--- src/common/adc_ctrl_pkg.sv ---
// constants shared by the conversion control block and its helpers
// assumes a single 125 MHz clock and an APB register port with 32-bit data
package adc_ctrl_pkg;
    localparam int ADDR_W = 8;
    localparam int DATA_W = 32;
    localparam int SMP_W = 12;
    localparam int RES_W = 16;
    localparam int SUM_W = 22;
    // register byte addresses
    localparam logic [7:0] OFS_CTRL_A = 8'h00;
    localparam logic [7:0] OFS_CTRL_B = 8'h04;
    localparam logic [7:0] OFS_AVG = 8'h08;
    localparam logic [7:0] OFS_SAMP = 8'h0C;
    localparam logic [7:0] OFS_INPUT = 8'h10;
    localparam logic [7:0] OFS_EVCTL = 8'h14;
    localparam logic [7:0] OFS_SOFTWARE_TRIGGER_REG = 8'h18;
    localparam logic [7:0] OFS_INTERRUPT_ENABLE_SET_REG = 8'h1C;
    localparam logic [7:0] OFS_INTENCLR = 8'h20;
    localparam logic [7:0] OFS_INTERRUPT_FLAG_REG = 8'h24;
    localparam logic [7:0] OFS_STATUS = 8'h28;
    localparam logic [7:0] OFS_RESULT = 8'h2C;
    localparam logic [7:0] OFS_DBG = 8'h30;
    // field positions
    localparam int BIT_SOFT_RESET_BIT = 0;
    localparam int BIT_ENABLE = 1;
    localparam int BIT_DIFF = 0;
    localparam int BIT_FREERUN = 1;
    localparam int POS_RES = 4;
    localparam int POS_PRESC = 8;
    localparam int BIT_START = 1;
    localparam int BIT_RESULT_READY_FLAG = 0;
    localparam int BIT_OVERRUN = 1;
    localparam int BIT_SYNCBUSY = 7;
    // resolution codes, reset values
    localparam logic [1:0] RES_12 = 2'h0;
    localparam logic [1:0] RES_ACC = 2'h1;
    localparam logic [1:0] RES_10 = 2'h2;
    localparam logic [1:0] RES_8 = 2'h3;
    localparam logic [2:0] PRESC_RST = 3'h0;
    localparam logic [3:0] AVG_MAX_CODE = 4'hA;
    localparam logic [3:0] AVG_NOSHIFT_CODE = 4'h4;
    localparam logic [3:0] GAIN_DEF_CODE = 4'hF;
    localparam logic [3:0] GAIN_LAST_CODE = 4'h4;
    // bus-to-converter transfer takes this many clock cycles
    localparam logic [1:0] SYNC_CYCLES = 2'h3;
endpackage

--- src/core/adc_prescaler.sv ---
// divides the conversion clock by a power of two
// assumes one clock; the division code is held stable while enabled
`timescale 1ns/1ps
`default_nettype none
module adc_prescaler (
    input wire logic i_clk,
    input wire logic i_srst,
    input wire logic i_enable,
    input wire logic [2:0] i_div_code,
    output logic o_tick,
    output logic o_half
);
    logic [8:0] cnt_r;
    logic [9:0] div;

    // ratio is 4 << code, code 0 is the smallest
    assign div = 10'h004 << i_div_code;

    always_ff @(posedge i_clk) begin
        if (i_srst || !i_enable) begin
            cnt_r <= 9'h000;
            o_tick <= 1'b0;
            o_half <= 1'b0;
        end else begin
            o_tick <= ({1'b0, cnt_r} == div - 10'h001);
            o_half <= ({1'b0, cnt_r} == (div >> 1) - 10'h001);
            cnt_r <= ({1'b0, cnt_r} == div - 10'h001) ? 9'h000 : cnt_r + 9'h001;
        end
    end
endmodule
`default_nettype wire

--- src/core/adc_accumulator.sv ---
// sums consecutive samples and shifts large sums down into 16 bits
// assumes one sample pulse at a time, code stable during a run
`timescale 1ns/1ps
`default_nettype none
module adc_accumulator (
    input wire logic i_clk,
    input wire logic i_srst,
    input wire logic i_clear,
    input wire logic i_valid,
    input wire logic [11:0] i_sample,
    input wire logic [3:0] i_code,
    output logic o_last,
    output logic o_done,
    output logic [15:0] o_result
);
    logic [21:0] sum_r;
    logic [10:0] cnt_r;
    logic [21:0] total;
    logic [10:0] target;
    logic [3:0] shift;

    // reserved codes act as one sample
    assign target = (i_code <= adc_ctrl_pkg::AVG_MAX_CODE) ? (11'h001 << i_code) : 11'h001;
    assign shift = (i_code > adc_ctrl_pkg::AVG_NOSHIFT_CODE && i_code <= adc_ctrl_pkg::AVG_MAX_CODE) ?
        i_code - adc_ctrl_pkg::AVG_NOSHIFT_CODE : 4'h0;
    assign total = sum_r + {10'h000, i_sample};
    assign o_last = (cnt_r + 11'h001 == target);

    always_ff @(posedge i_clk) begin
        if (i_srst || i_clear) begin
            sum_r <= 22'h000000;
            cnt_r <= 11'h000;
            o_done <= 1'b0;
            o_result <= 16'h0000;
        end else begin
            o_done <= i_valid && o_last;
            if (i_valid && o_last) begin
                o_result <= 16'(total >> shift);
                sum_r <= 22'h000000;
                cnt_r <= 11'h000;
            end else if (i_valid) begin
                sum_r <= total;
                cnt_r <= cnt_r + 11'h001;
            end
        end
    end
endmodule
`default_nettype wire

--- src/core/adc_conversion_control.sv ---
// register file, trigger logic and conversion sequencer of a 12-bit SAR converter
// assumes APB master on i_clk; analog core data and event input are asynchronous
//
// Summary of operation
// - enable bit set starts the converter, cleared stops it
// - soft reset restores all registers but debug control, converter off
// - a conversion starts on software start bit or enabled event trigger
// - free-running mode restarts a conversion whenever one finishes
// - each finished value overwrites the result register
// - result ready flag sets once per accumulated result, after the last sample of a run
// - a new result before the old one is read sets overrun
// - interrupt request only for flags whose enable bit is set
// - input sampled in first half period, lengthened by sampling length
// - latency is one plus half resolution plus gain delay periods
// - gain delay follows gain code and differential or single-ended mode
// - resolution selects 8, 10 or 12 bits, 12 after reset
// - differential select chooses mode, either mode single or free-running
// - sample count code accumulates two to its power samples
// - above 16 samples the sum shifts right by code minus four
// - an internal prescaler divides the conversion clock
//
// Design decisions made here: the address map and the APB interface to the registers.
`timescale 1ns/1ps
`default_nettype none
module adc_conversion_control (
    input wire logic i_clk,
    input wire logic i_srst,
    input wire logic i_psel,
    input wire logic i_penable,
    input wire logic i_pwrite,
    input wire logic [7:0] i_paddr,
    input wire logic [31:0] i_pwdata,
    input wire logic i_event_start,
    input wire logic [11:0] i_core_data,
    output logic [31:0] o_prdata,
    output logic o_pready,
    output logic o_pslverr,
    output logic o_irq,
    output logic o_core_enable,
    output logic o_core_sample,
    output logic o_core_diff,
    output logic [3:0] o_core_gain,
    output logic [1:0] o_core_res
);
    typedef enum logic [1:0] {ST_IDLE, ST_SAMPLE, ST_CONVERT} conv_state_e;

    function automatic logic is_synced(input logic [7:0] a);
        is_synced = (a == adc_ctrl_pkg::OFS_CTRL_A) || (a == adc_ctrl_pkg::OFS_CTRL_B) ||
            (a == adc_ctrl_pkg::OFS_AVG) || (a == adc_ctrl_pkg::OFS_SAMP) ||
            (a == adc_ctrl_pkg::OFS_INPUT) || (a == adc_ctrl_pkg::OFS_SOFTWARE_TRIGGER_REG);
    endfunction

    function automatic logic is_mapped(input logic [7:0] a);
        is_mapped = is_synced(a) || (a == adc_ctrl_pkg::OFS_EVCTL) || (a == adc_ctrl_pkg::OFS_INTERRUPT_ENABLE_SET_REG) ||
            (a == adc_ctrl_pkg::OFS_INTENCLR) || (a == adc_ctrl_pkg::OFS_INTERRUPT_FLAG_REG) ||
            (a == adc_ctrl_pkg::OFS_STATUS) || (a == adc_ctrl_pkg::OFS_RESULT) || (a == adc_ctrl_pkg::OFS_DBG);
    endfunction

    function automatic logic [3:0] half_res(input logic [1:0] res);
        case (res)
            adc_ctrl_pkg::RES_10: half_res = 4'h5;
            adc_ctrl_pkg::RES_8: half_res = 4'h4;
            default: half_res = 4'h6;
        endcase
    endfunction

    function automatic logic [3:0] gain_delay(input logic diff, input logic [3:0] g);
        if (g == adc_ctrl_pkg::GAIN_DEF_CODE) begin
            gain_delay = diff ? 4'h0 : 4'h1;
        end else if (g > adc_ctrl_pkg::GAIN_LAST_CODE) begin
            gain_delay = 4'h0;
        end else if (diff) begin
            gain_delay = {2'h0, g[2:1]};
        end else begin
            gain_delay = {2'h0, 2'(({1'b0, g[2:0]} + 4'h1) >> 1)};
        end
    endfunction

    // bus-side register copies
    logic soft_reset_bit_r, rst;
    logic enable_r, diff_r, free_r, evstart_r, dbg_r, software_trigger_reg_req_r;
    logic [1:0] res_r, flags_r, inten_r, sync_cnt_r;
    logic [2:0] presc_r;
    logic [3:0] avg_r, gain_r;
    logic [5:0] sampling_length_r;
    logic [15:0] result_r;
    // converter-side copies
    logic eng_free_r;
    logic [2:0] eng_presc_r;
    logic [3:0] eng_avg_r;
    logic [5:0] eng_sampling_length_r;
    // sequencer
    conv_state_e state_r;
    logic start_pend_r, auto_r, acc_valid_r;
    logic [5:0] ext_r;
    logic [3:0] lat_r;
    logic [11:0] smp_r;
    logic [2:0] ev_sync_r;
    logic [11:0] data_s1_r, data_s2_r;
    logic tick, half, acc_last, acc_done;
    logic [15:0] acc_result;
    logic access, commit, wr, rd, sync_busy, sync_done, ev_edge, rd_result, go;
    logic [31:0] rdata;

    assign rst = i_srst || soft_reset_bit_r;
    assign access = i_psel && i_penable;
    assign commit = access && o_pready;
    assign wr = commit && i_pwrite && is_mapped(i_paddr);
    assign rd = commit && !i_pwrite;
    assign sync_busy = (sync_cnt_r != 2'h0);
    assign sync_done = (sync_cnt_r == 2'h1);
    assign rd_result = rd && (i_paddr == adc_ctrl_pkg::OFS_RESULT);
    assign ev_edge = ev_sync_r[1] && !ev_sync_r[2];
    assign go = o_core_enable && tick && (start_pend_r || auto_r);

    always_comb begin
        rdata = 32'h00000000;
        case (i_paddr)
            adc_ctrl_pkg::OFS_CTRL_A: begin
                rdata[adc_ctrl_pkg::BIT_SOFT_RESET_BIT] = soft_reset_bit_r;
                rdata[adc_ctrl_pkg::BIT_ENABLE] = enable_r;
            end
            adc_ctrl_pkg::OFS_CTRL_B: begin
                rdata[adc_ctrl_pkg::BIT_DIFF] = diff_r;
                rdata[adc_ctrl_pkg::BIT_FREERUN] = free_r;
                rdata[adc_ctrl_pkg::POS_RES +: 2] = res_r;
                rdata[adc_ctrl_pkg::POS_PRESC +: 3] = presc_r;
            end
            adc_ctrl_pkg::OFS_AVG: rdata[3:0] = avg_r;
            adc_ctrl_pkg::OFS_SAMP: rdata[5:0] = sampling_length_r;
            adc_ctrl_pkg::OFS_INPUT: rdata[3:0] = gain_r;
            adc_ctrl_pkg::OFS_EVCTL: rdata[0] = evstart_r;
            adc_ctrl_pkg::OFS_INTERRUPT_ENABLE_SET_REG: rdata[1:0] = inten_r;
            adc_ctrl_pkg::OFS_INTENCLR: rdata[1:0] = inten_r;
            adc_ctrl_pkg::OFS_INTERRUPT_FLAG_REG: rdata[1:0] = flags_r;
            adc_ctrl_pkg::OFS_STATUS: begin
                rdata[adc_ctrl_pkg::BIT_SYNCBUSY] = sync_busy;
                rdata[0] = (state_r != ST_IDLE);
            end
            adc_ctrl_pkg::OFS_RESULT: rdata[15:0] = result_r;
            adc_ctrl_pkg::OFS_DBG: rdata[0] = dbg_r;
            default: rdata = 32'h00000000;
        endcase
    end

    // apb answer: ready one cycle into the access, held off for writes to synced registers while a transfer is busy
    always_ff @(posedge i_clk) begin
        if (i_srst) begin
            o_pready <= 1'b0;
            o_pslverr <= 1'b0;
            o_prdata <= 32'h00000000;
        end else if (commit) begin
            o_pready <= 1'b0;
            o_pslverr <= 1'b0;
        end else if (access && !(i_pwrite && is_synced(i_paddr) && sync_busy)) begin
            o_pready <= 1'b1;
            o_pslverr <= !is_mapped(i_paddr);
            o_prdata <= i_pwrite ? 32'h00000000 : rdata;
        end
    end

    // soft reset pulse, debug control survives it
    always_ff @(posedge i_clk) begin
        if (i_srst) begin
            soft_reset_bit_r <= 1'b0;
            dbg_r <= 1'b0;
        end else begin
            soft_reset_bit_r <= wr && (i_paddr == adc_ctrl_pkg::OFS_CTRL_A) && i_pwdata[adc_ctrl_pkg::BIT_SOFT_RESET_BIT];
            if (wr && i_paddr == adc_ctrl_pkg::OFS_DBG) begin
                dbg_r <= i_pwdata[0];
            end
        end
    end

    // configuration registers
    always_ff @(posedge i_clk) begin
        if (rst) begin
            enable_r <= 1'b0;
            diff_r <= 1'b0;
            free_r <= 1'b0;
            res_r <= adc_ctrl_pkg::RES_12;
            presc_r <= adc_ctrl_pkg::PRESC_RST;
            avg_r <= 4'h0;
            sampling_length_r <= 6'h00;
            gain_r <= 4'h0;
            evstart_r <= 1'b0;
            inten_r <= 2'h0;
        end else if (wr) begin
            case (i_paddr)
                adc_ctrl_pkg::OFS_CTRL_A: enable_r <= i_pwdata[adc_ctrl_pkg::BIT_ENABLE];
                adc_ctrl_pkg::OFS_CTRL_B: begin
                    diff_r <= i_pwdata[adc_ctrl_pkg::BIT_DIFF];
                    free_r <= i_pwdata[adc_ctrl_pkg::BIT_FREERUN];
                    res_r <= i_pwdata[adc_ctrl_pkg::POS_RES +: 2];
                    presc_r <= i_pwdata[adc_ctrl_pkg::POS_PRESC +: 3];
                end
                adc_ctrl_pkg::OFS_AVG: avg_r <= i_pwdata[3:0];
                adc_ctrl_pkg::OFS_SAMP: sampling_length_r <= i_pwdata[5:0];
                adc_ctrl_pkg::OFS_INPUT: gain_r <= i_pwdata[3:0];
                adc_ctrl_pkg::OFS_EVCTL: evstart_r <= i_pwdata[0];
                adc_ctrl_pkg::OFS_INTERRUPT_ENABLE_SET_REG: inten_r <= inten_r | i_pwdata[1:0];
                adc_ctrl_pkg::OFS_INTENCLR: inten_r <= inten_r & ~i_pwdata[1:0];
                default: inten_r <= inten_r;
            endcase
        end
    end

    // transfer of bus writes to the converter side
    always_ff @(posedge i_clk) begin
        if (rst) begin
            sync_cnt_r <= 2'h0;
            software_trigger_reg_req_r <= 1'b0;
            o_core_enable <= 1'b0;
            o_core_diff <= 1'b0;
            o_core_res <= adc_ctrl_pkg::RES_12;
            o_core_gain <= 4'h0;
            eng_free_r <= 1'b0;
            eng_presc_r <= adc_ctrl_pkg::PRESC_RST;
            eng_avg_r <= 4'h0;
            eng_sampling_length_r <= 6'h00;
        end else begin
            if (wr && is_synced(i_paddr)) begin
                sync_cnt_r <= adc_ctrl_pkg::SYNC_CYCLES;
            end else if (sync_busy) begin
                sync_cnt_r <= sync_cnt_r - 2'h1;
            end
            if (wr && i_paddr == adc_ctrl_pkg::OFS_SOFTWARE_TRIGGER_REG && i_pwdata[adc_ctrl_pkg::BIT_START]) begin
                software_trigger_reg_req_r <= 1'b1;
            end else if (sync_done) begin
                software_trigger_reg_req_r <= 1'b0;
            end
            if (sync_done) begin
                o_core_enable <= enable_r;
                o_core_diff <= diff_r;
                o_core_res <= res_r;
                o_core_gain <= gain_r;
                eng_free_r <= free_r;
                eng_presc_r <= presc_r;
                eng_avg_r <= avg_r;
                eng_sampling_length_r <= sampling_length_r;
            end
        end
    end

    // event pin and core data pass two flops first
    always_ff @(posedge i_clk) begin
        if (rst) begin
            ev_sync_r <= 3'h0;
            data_s1_r <= 12'h000;
            data_s2_r <= 12'h000;
        end else begin
            ev_sync_r <= {ev_sync_r[1:0], i_event_start};
            data_s1_r <= i_core_data;
            data_s2_r <= data_s1_r;
        end
    end

    // start request: set by software start or enabled event, cleared when a conversion begins
    always_ff @(posedge i_clk) begin
        if (rst || !o_core_enable) begin
            start_pend_r <= 1'b0;
        end else if ((sync_done && software_trigger_reg_req_r) || (evstart_r && ev_edge)) begin
            start_pend_r <= 1'b1;
        end else if (go) begin
            start_pend_r <= 1'b0;
        end
    end

    adc_prescaler u_presc (
        .i_clk(i_clk),
        .i_srst(rst),
        .i_enable(o_core_enable),
        .i_div_code(eng_presc_r),
        .o_tick(tick),
        .o_half(half)
    );

    // conversion sequencer on the prescaled period
    always_ff @(posedge i_clk) begin
        if (rst || !o_core_enable) begin
            state_r <= ST_IDLE;
            o_core_sample <= 1'b0;
            auto_r <= 1'b0;
            acc_valid_r <= 1'b0;
            ext_r <= 6'h00;
            lat_r <= 4'h0;
            smp_r <= 12'h000;
        end else begin
            acc_valid_r <= 1'b0;
            case (state_r)
                ST_IDLE: begin
                    if (go) begin
                        state_r <= ST_SAMPLE;
                        o_core_sample <= 1'b1;
                        auto_r <= 1'b0;
                        ext_r <= eng_sampling_length_r;
                        lat_r <= 4'h1 + half_res(o_core_res) + gain_delay(o_core_diff, o_core_gain);
                    end
                end
                ST_SAMPLE: begin
                    if (half && ext_r == 6'h00) begin
                        o_core_sample <= 1'b0;
                        state_r <= ST_CONVERT;
                    end else if (tick) begin
                        ext_r <= ext_r - 6'h01;
                    end
                end
                ST_CONVERT: begin
                    if (tick) begin
                        lat_r <= lat_r - 4'h1;
                        if (lat_r == 4'h1) begin
                            case (o_core_res)
                                adc_ctrl_pkg::RES_10: smp_r <= data_s2_r >> 2;
                                adc_ctrl_pkg::RES_8: smp_r <= data_s2_r >> 4;
                                default: smp_r <= data_s2_r;
                            endcase
                            acc_valid_r <= 1'b1;
                            state_r <= ST_IDLE;
                        end
                    end
                end
                default: state_r <= ST_IDLE;
            endcase
            if (acc_valid_r) begin
                auto_r <= eng_free_r || !acc_last;
            end
        end
    end

    adc_accumulator u_acc (
        .i_clk(i_clk),
        .i_srst(rst),
        .i_clear(!o_core_enable),
        .i_valid(acc_valid_r),
        .i_sample(smp_r),
        .i_code(eng_avg_r),
        .o_last(acc_last),
        .o_done(acc_done),
        .o_result(acc_result)
    );

    // result and flags; a hardware set wins over a clear in the same cycle
    always_ff @(posedge i_clk) begin
        if (rst) begin
            result_r <= 16'h0000;
            flags_r <= 2'h0;
            o_irq <= 1'b0;
        end else begin
            if (acc_done) begin
                result_r <= acc_result;
            end
            if (acc_done) begin
                flags_r[adc_ctrl_pkg::BIT_RESULT_READY_FLAG] <= 1'b1;
            end else if (rd_result || (wr && i_paddr == adc_ctrl_pkg::OFS_INTERRUPT_FLAG_REG && i_pwdata[0])) begin
                flags_r[adc_ctrl_pkg::BIT_RESULT_READY_FLAG] <= 1'b0;
            end
            if (acc_done && flags_r[adc_ctrl_pkg::BIT_RESULT_READY_FLAG] && !rd_result) begin
                flags_r[adc_ctrl_pkg::BIT_OVERRUN] <= 1'b1;
            end else if (wr && i_paddr == adc_ctrl_pkg::OFS_INTERRUPT_FLAG_REG && i_pwdata[1]) begin
                flags_r[adc_ctrl_pkg::BIT_OVERRUN] <= 1'b0;
            end
            o_irq <= |(flags_r & inten_r);
        end
    end
endmodule
`default_nettype wire

--- config.mk ---
export PLATFORM = sky130hd
export DESIGN_NAME = adc_conversion_control
export DESIGN_NICKNAME = d
export VERILOG_FILES = /design/src/common/adc_ctrl_pkg.sv /design/src/core/adc_prescaler.sv /design/src/core/adc_accumulator.sv /design/src/core/adc_conversion_control.sv
export SDC_FILE = /design/constraint.sdc
export NUM_CORES = 1
export LEC_CHECK = 0
export BUFFER_PORTS_ARGS = -buffer_cell sky130_fd_sc_hd__buf_2
export CAP_MARGIN = 0
export CORE_ASPECT_RATIO = 0.9
export CORE_MARGIN = 1.5
export CORE_UTILIZATION = 55
export DETAILED_ROUTE_END_ITERATION = 16
export GPL_TIMING_DRIVEN = 1
export PLACE_DENSITY_LB_ADDON = 0.1
export SYNTH_ARGS = -nofsm -noshare
export SYNTH_HDL_FRONTEND = slang
export SYNTH_SLANG_ARGS = --single-unit
--- constraint.sdc ---
create_clock -name i_clk -period 4.25 [get_ports i_clk]
set_input_delay 0.425 -clock i_clk [delete_from_list [all_inputs] [get_ports i_clk]]
set_output_delay 0.425 -clock i_clk [all_outputs]
set_load 0.005 [all_outputs]
# Yosys cells after proc, flatten, opt, wreduce, memory -nomap -nowiden
# Cells that the tools add are included.
[totals]
ff_bits = 221
in_bits = 58
wordCells = 240
[op_classes]
magnitude_cmp = 3
reduce_logical = 88
n_eq_ne = 28
bitwise = 7
n_shift = 3
add_sub_neg = 12
muxes = 52
[op_table]
columns = ["op", "n"]
rows = [
  ["$eq 8x6->1 const B", 5],
  ["$mux 4", 9],
  ["$eq 8x5->1 const B", 4],
  ["$logic_and 1x1->1", 28],
  ["$pmux 12 s2", 1],
  ["$reduce_bool 2->1", 12],
  ["$add 22x12->22", 1],
  ["$shr 22x4->16", 1],
  ["$eq 9x10->1", 2],
  ["$logic_or 1x1->1", 18],
  ["$mux 2", 9],
  ["$mux 6", 3],
  ["$reduce_and 2->1", 9],
  ["$eq 8x4->1 const B", 2],
  ["$mux 16", 1],
  ["$mux 1", 15],
  ["$pmux 2 s3", 2],
  ["$pmux 6 s2", 1],
  ["$add 11x1->11 const B", 1],
  ["$eq 11x11->1", 1],
  ["$mux 11", 1],
  ["$pmux 1 s11", 1],
  ["$shl 1x4->11 const A", 1],
  ["$reduce_or 2->1", 5],
  ["other kinds (38)", 60],
]

# Logic depth before layout (Yosys ltp)
[logic_depth]
word_depth = 19
depth_mapped = 14
ltp_nobuf = 13

# Cells and area by module
# A second synthesis with hierarchy kept.
[unflattened]
hier_cells = 1393
hier_area_um2 = 11574.9
[by_module_without_submodules]
columns = ["module", "n_inst", "area_per_inst_um2", "cells_each", "seq_area_each_um2"]
rows = [
  ["adc_conversion_control", 1, 6284.8, 701, 2882.8],
  ["adc_accumulator", 1, 4405.5, 583, 1001.0],
  ["adc_prescaler", 1, 884.6, 109, 220.2],
]

# Worst setup path before layout
# OpenSTA, ideal clock, no wires.
[synth_timing]
kind = "reg2reg"
startpoint = "register eng_avg_r[2]"
endpoint = "register u_acc.o_result[13]"
t_required_ps = 4191
arrival_time_ps = 3006
stages_incl_launch_ff = 15
setup_slack_ps = 1185
cell_sequence = "dfxtp_1 > buf_2 > clkinv_1 > ha_1 > nor2b_1 > nor3_1 > or3_1 > a2111oi_2 > nand4_1 > or2_1 > buf_6 > clkinv_4 > nand2_4 > nor4_2 > a221o_1"
[synth_via]
elab_chain_cells = 4
word_cells_on_any_way = 10
classes_between = "add/sub: 1; order compare: 2; eq/ne: 1; shift: 2; mux: 2; reduce/logical: 2"
[synth_rtl]
columns = ["item", "line_no", "source"]
rows = [
  ["start, declared", "adc_conversion_control.sv:90", "logic [3:0] eng_avg_r;"],
  ["start signal, assigned", "adc_conversion_control.sv:239", "eng_avg_r <= avg_r;"],
  ["$gt 4x3->1 (tied with other cells)", "adc_accumulator.sv:24", "assign shift = (i_code > adc_ctrl_pkg::AVG_NOSHIFT_CODE && i_code <= adc_ctrl_pkg::AVG_MAX_CODE) ?"],
  ["$logic_and 1x1->1 or $mux 11 (tied branches)", "adc_accumulator.sv:24, adc_accumulator.sv:23", ""],
  ["$mux 4 or $eq 11x11->1 (tied branches)", "adc_accumulator.sv:24, adc_accumulator.sv:27", ""],
  ["$shr 22x4->16 or $logic_and 1x1->1 (tied branches)", "adc_accumulator.sv:38, adc_accumulator.sv:37", ""],
  ["end signal, assigned", "adc_accumulator.sv:38", "o_result <= 16'(total >> shift);"],
  ["end, declared", "adc_accumulator.sv:14", "output logic [15:0] o_result"],
]
# Several ways; a longest one is shown, not always the timed one.
# A chain may end at the register's enable or synchronous reset.

# Final worst setup path
[layout_timing]
startpoint = "register smp_r[6]"
endpoint = "register u_acc.o_result[3]"
[layout_via]
elab_chain_cells = 2
[layout_rtl]
columns = ["item", "line_no", "source"]
rows = [
  ["start, declared", "adc_conversion_control.sv:97", "logic [11:0] smp_r;"],
  ["start signal, assigned", "adc_conversion_control.sv:313", "adc_ctrl_pkg::RES_10: smp_r <= data_s2_r >> 2;"],
  ["start signal, assigned", "adc_conversion_control.sv:314", "adc_ctrl_pkg::RES_8: smp_r <= data_s2_r >> 4;"],
  ["start signal, assigned", "adc_conversion_control.sv:315", "default: smp_r <= data_s2_r;"],
  ["$add 22x12->22", "adc_accumulator.sv:26", "assign total = sum_r + {10'h000, i_sample};"],
  ["$shr 22x4->16", "adc_accumulator.sv:38", ""],
]
# Every way passes these cells.

==> reports/metrics.yaml <==
timing:
  grt_setup_unrepaired: "no"
  final-hold-violation-count: 0
  fin_crit_ns: 3.43
  setup_viol: 0
  min_period_over_period: 0.807
  timing.setup.tns_ns: 0
  max_slew_margin: 0.322
  fin_hold_ws_ns: 0.104
  timing_max_transition_violations_final: 0
  fmax_mhz: 292
  fin_worst_skew_ns: 0.0120
  transition_at_the_pin_with_the_smallest_max_transition_slack_ns: 1.02
power_and_ir_drop:
  power.density_cell_area_nw_per_um2: 349
  worst_vdd_drop_v: 0.000328
  power.static_leakage_nw: 4.44
logic_synthesis:
  async_flop_share: 0
  synth_area_per_cell_um2: 8.33
  synth_warnings: 0
  synth_cell_type_count: 85
  count_of_flip_flops_with_a_built_in_enable_after_synthesis: 0
  synthesis.area_um2: 11000
  ys_seq_area_frac: 0.372
  ys_top_cells_by_count: "sky130_fd_sc_hd__nor2_1 (217), sky130_fd_sc_hd__dfxtp_1 (205), sky130_fd_sc_hd__mux2i_1 (102)"
  ys_ff_latch: 205
  synth_top_area_share: 0.372
  synth.top_cells.by_area: "sky130_fd_sc_hd__dfxtp_1 (37%), sky130_fd_sc_hd__mux2i_1 (9.2%), sky130_fd_sc_hd__nor2_1 (7.4%)"
  synth-main-ff-cell: "sky130_fd_sc_hd__dfxtp_1"
  synth_area_leader_cell: "sky130_fd_sc_hd__dfxtp_1"
  number_of_cells_produced_by_synthesis: 1326
  most_repeated_cell_in_the_gate_level_netlist_after_synthesis: "sky130_fd_sc_hd__nor2_1"
drt:
  met3_wirelength_um: 1310
  initialDrtViolationCount: 692
  antenna_violating_nets_post_route: 0
  drc: 0
  route.layer.met1.wl_um: 13200
  wl_um: 26200
  route.detailed.vias_per_inst: 5.85
  firstDrtPassIters: 8
  dr_total_vias: 9421
  route.met2.wl_um: 11200
  routed_wire_length_per_instance_um: 16.3
  highest-signal-layer: "met4"
worst_setup_path:
  critPathMaxFanout: 7
  worstReg2RegStart: "smp_r[6]$_SDFFE_PP0P_"
  crit_path_start_kind: "register"
  critical_path_class: "register to register"
  critPathRequiredTime_ns: 4.64
  critPathArrivalTime_ns: 3.82
  r2r_setup_slk_ns: 0.82
  worstReg2RegEnd: "u_acc.o_result[3]$_SDFFE_PP0P_"
  worst_setup_path_end_kind: "register"
  r2r.worst_path.cells: 10
floorplanning:
  io_pins: 102
  floorplan.rows: 48
  design.die.area_um2: 20900
  core_region_area_um2: 19400
  dieHeight_um: 137
  start_util: 0.569
  die_w_um: 152
clock_tree:
  htreeDepth: 1
  clock_insertion_delay_worst_skew_ns: 0.52
  cts-root-buf: "sky130_fd_sc_hd__clkbuf_16"
  tritoncts.num_buffers: 23
  clock_path_buffers: 3
  post_cts_resize_count: 0
  cts_tree: "done"
  path_clk_slew_ns: 0.06
  holdBufCountCts: 0
  clock_sink_count: 205
  post-cts-setup-buffers: 0
layout:
  layout.area.seq_um2: 4100
  layoutNonFillerInstCount: 1611
  multiInputGateArea_um2: 6420
  antenna-diode-count: 0
  drive_gt1_frac: 0.111
  fillers: 1733
  final_net_count: 1431
  synthToLayoutAreaGrowth_pct: 10.6
global_routing:
  grt_antenna_before_repair: 0
  first_pass_grt_wire_length_um: 42800
  grt_util_all_layers: 0.246
  overflow: 0
  grt_max_degree: 47
  grt_pass1_vias: 8230
hold_path:
  hold_path_end: "data_s1_r[3]$_SDFF_PP0_"
  holdCritStartpoint: "i_core_data[3]"
  hold_path_class: "primary input to register"
  hold_path_depth: 2
outcome:
  status: "finished, final reports clean"
placed_design:
  place_congestion: 0.898
  port-buffer-count: 62
  post-place-cells: 1569
  hpwl_um: 18700
run:
  number_of_max_cap_violations: 0
[cell families (layout without fill, tap and decap cells)]
kind of cell | count (synthesis) | after routing | share of synthesized area
xor gates and xnor gates | 65 | 65 | 0.0529
DFF | 205 | 205 | 0.372
adders and majority gates | 28 | 28 | 0.0331
and+or+nand+nor | 521 | 521 | 0.224
buffers and inverters | 131 | 151 | 0.0526
other | 1 | 16 | 0.000340
AOI/OAI and AO/OA | 262 | 262 | 0.160
muxes | 113 | 113 | 0.105
[layer usage]
layer / track usage / vias to the layer above
met5: 0 / -
met4: 0.0593 / 0
met3: 0.0318 / 36
met2: 0.383 / 261
met1: 0.362 / 4416
li1: - / 4708
[report_power, final]
part | internal (W) | total [W] | switching, W
logic | 0.0000922 | 0.000217 | 0.000125
registers | 0.00194 | 0.00196 | 0.0000106
clock network | 0.00127 | 0.00209 | 0.000817
[flip-flops by register name (all words and copies together), names as in the netlist, 9 cells and up, named ones only]
name and cells:
data_s2_r 12, u_presc.cnt_r 9, u_acc.o_result 16, result_r 16, data_s1_r 12, smp_r 12, u_acc.sum_r 22, u_acc.cnt_r 11
o_prdata 16
[critical path: stages (launching register included)]
cell,delay (ns)
sky130_fd_sc_hd__dfxtp_1,0.33
sky130_fd_sc_hd__ha_1,0.42
sky130_fd_sc_hd__nand2_1,0.12
sky130_fd_sc_hd__o21ai_0,0.40
sky130_fd_sc_hd__o21ai_2,0.19
sky130_fd_sc_hd__a211oi_1,0.31
sky130_fd_sc_hd__xnor2_1,0.25
sky130_fd_sc_hd__mux2i_1,0.16
sky130_fd_sc_hd__a222oi_1,0.64
sky130_fd_sc_hd__o22ai_1,0.19
sky130_fd_sc_hd__a221o_1,0.28
[cell type report]
cell class,count,area share
multi-input cells,1005,0.526
inverters,31,0.00994
well taps,250,0.0256
clock buffers,30,0.0534
flip-flops and latches,205,0.336
clock inverters,11,0.0131
repair buffers,79,0.0359
[worst max-delay path by stage]
stage                                   start                         endpoint  cells after the start
floorplan           eng_avg_r[2]$_SDFFE_PP0P_  u_acc.o_result[13]$_SDFFE_PP0P_                     14
global placement        smp_r[6]$_SDFFE_PP0P_   u_acc.o_result[3]$_SDFFE_PP0P_                     10
detailed placement      smp_r[6]$_SDFFE_PP0P_   u_acc.o_result[3]$_SDFFE_PP0P_                     10
CTS                     smp_r[6]$_SDFFE_PP0P_   u_acc.o_result[3]$_SDFFE_PP0P_                     10
global route            smp_r[6]$_SDFFE_PP0P_   u_acc.o_result[3]$_SDFFE_PP0P_                     10
finish                  smp_r[6]$_SDFFE_PP0P_   u_acc.o_result[3]$_SDFFE_PP0P_                     10
[stage by stage]
step	worst slack [ns]	cell area (um2)	total power [W]	utilization
CTS	0.835	12200	0.00430	0.629
global placement	0.915	11400	0.00221	0.587
detailed placement	0.880	11400	0.00221	0.587
finish	0.821	12200	0.00426	0.629
global route	0.545	12200	0.00439	0.629
floorplan	1.18	11100	0.00217	-
[cell usage in the layout (no fill, tap or decap), drive strengths merged, types with 6 or more instances in the layout]
cell type and n:
a211o 7, a2111oi 6, o21ai 39, a221oi 6
ha 26, o211ai 14, dfxtp 205, xnor2 42
buf 79, nor3 33, xor2 22, nand3 47
inv 30, clkinvlp 6, mux2 10, a31oi 6
nand4 17, nor3b 8, a32oi 7, mux2i 102
nand2b 16, a211oi 26, or2 6, nand2 90
nor2b 11, a221o 7, nor2 218, and2 34
a22oi 15, clkbuf 30, and3 10, nor4 12
conb 16, a21o 7, a21oi 85
Note: power is estimated with default switching activity, not from simulation.
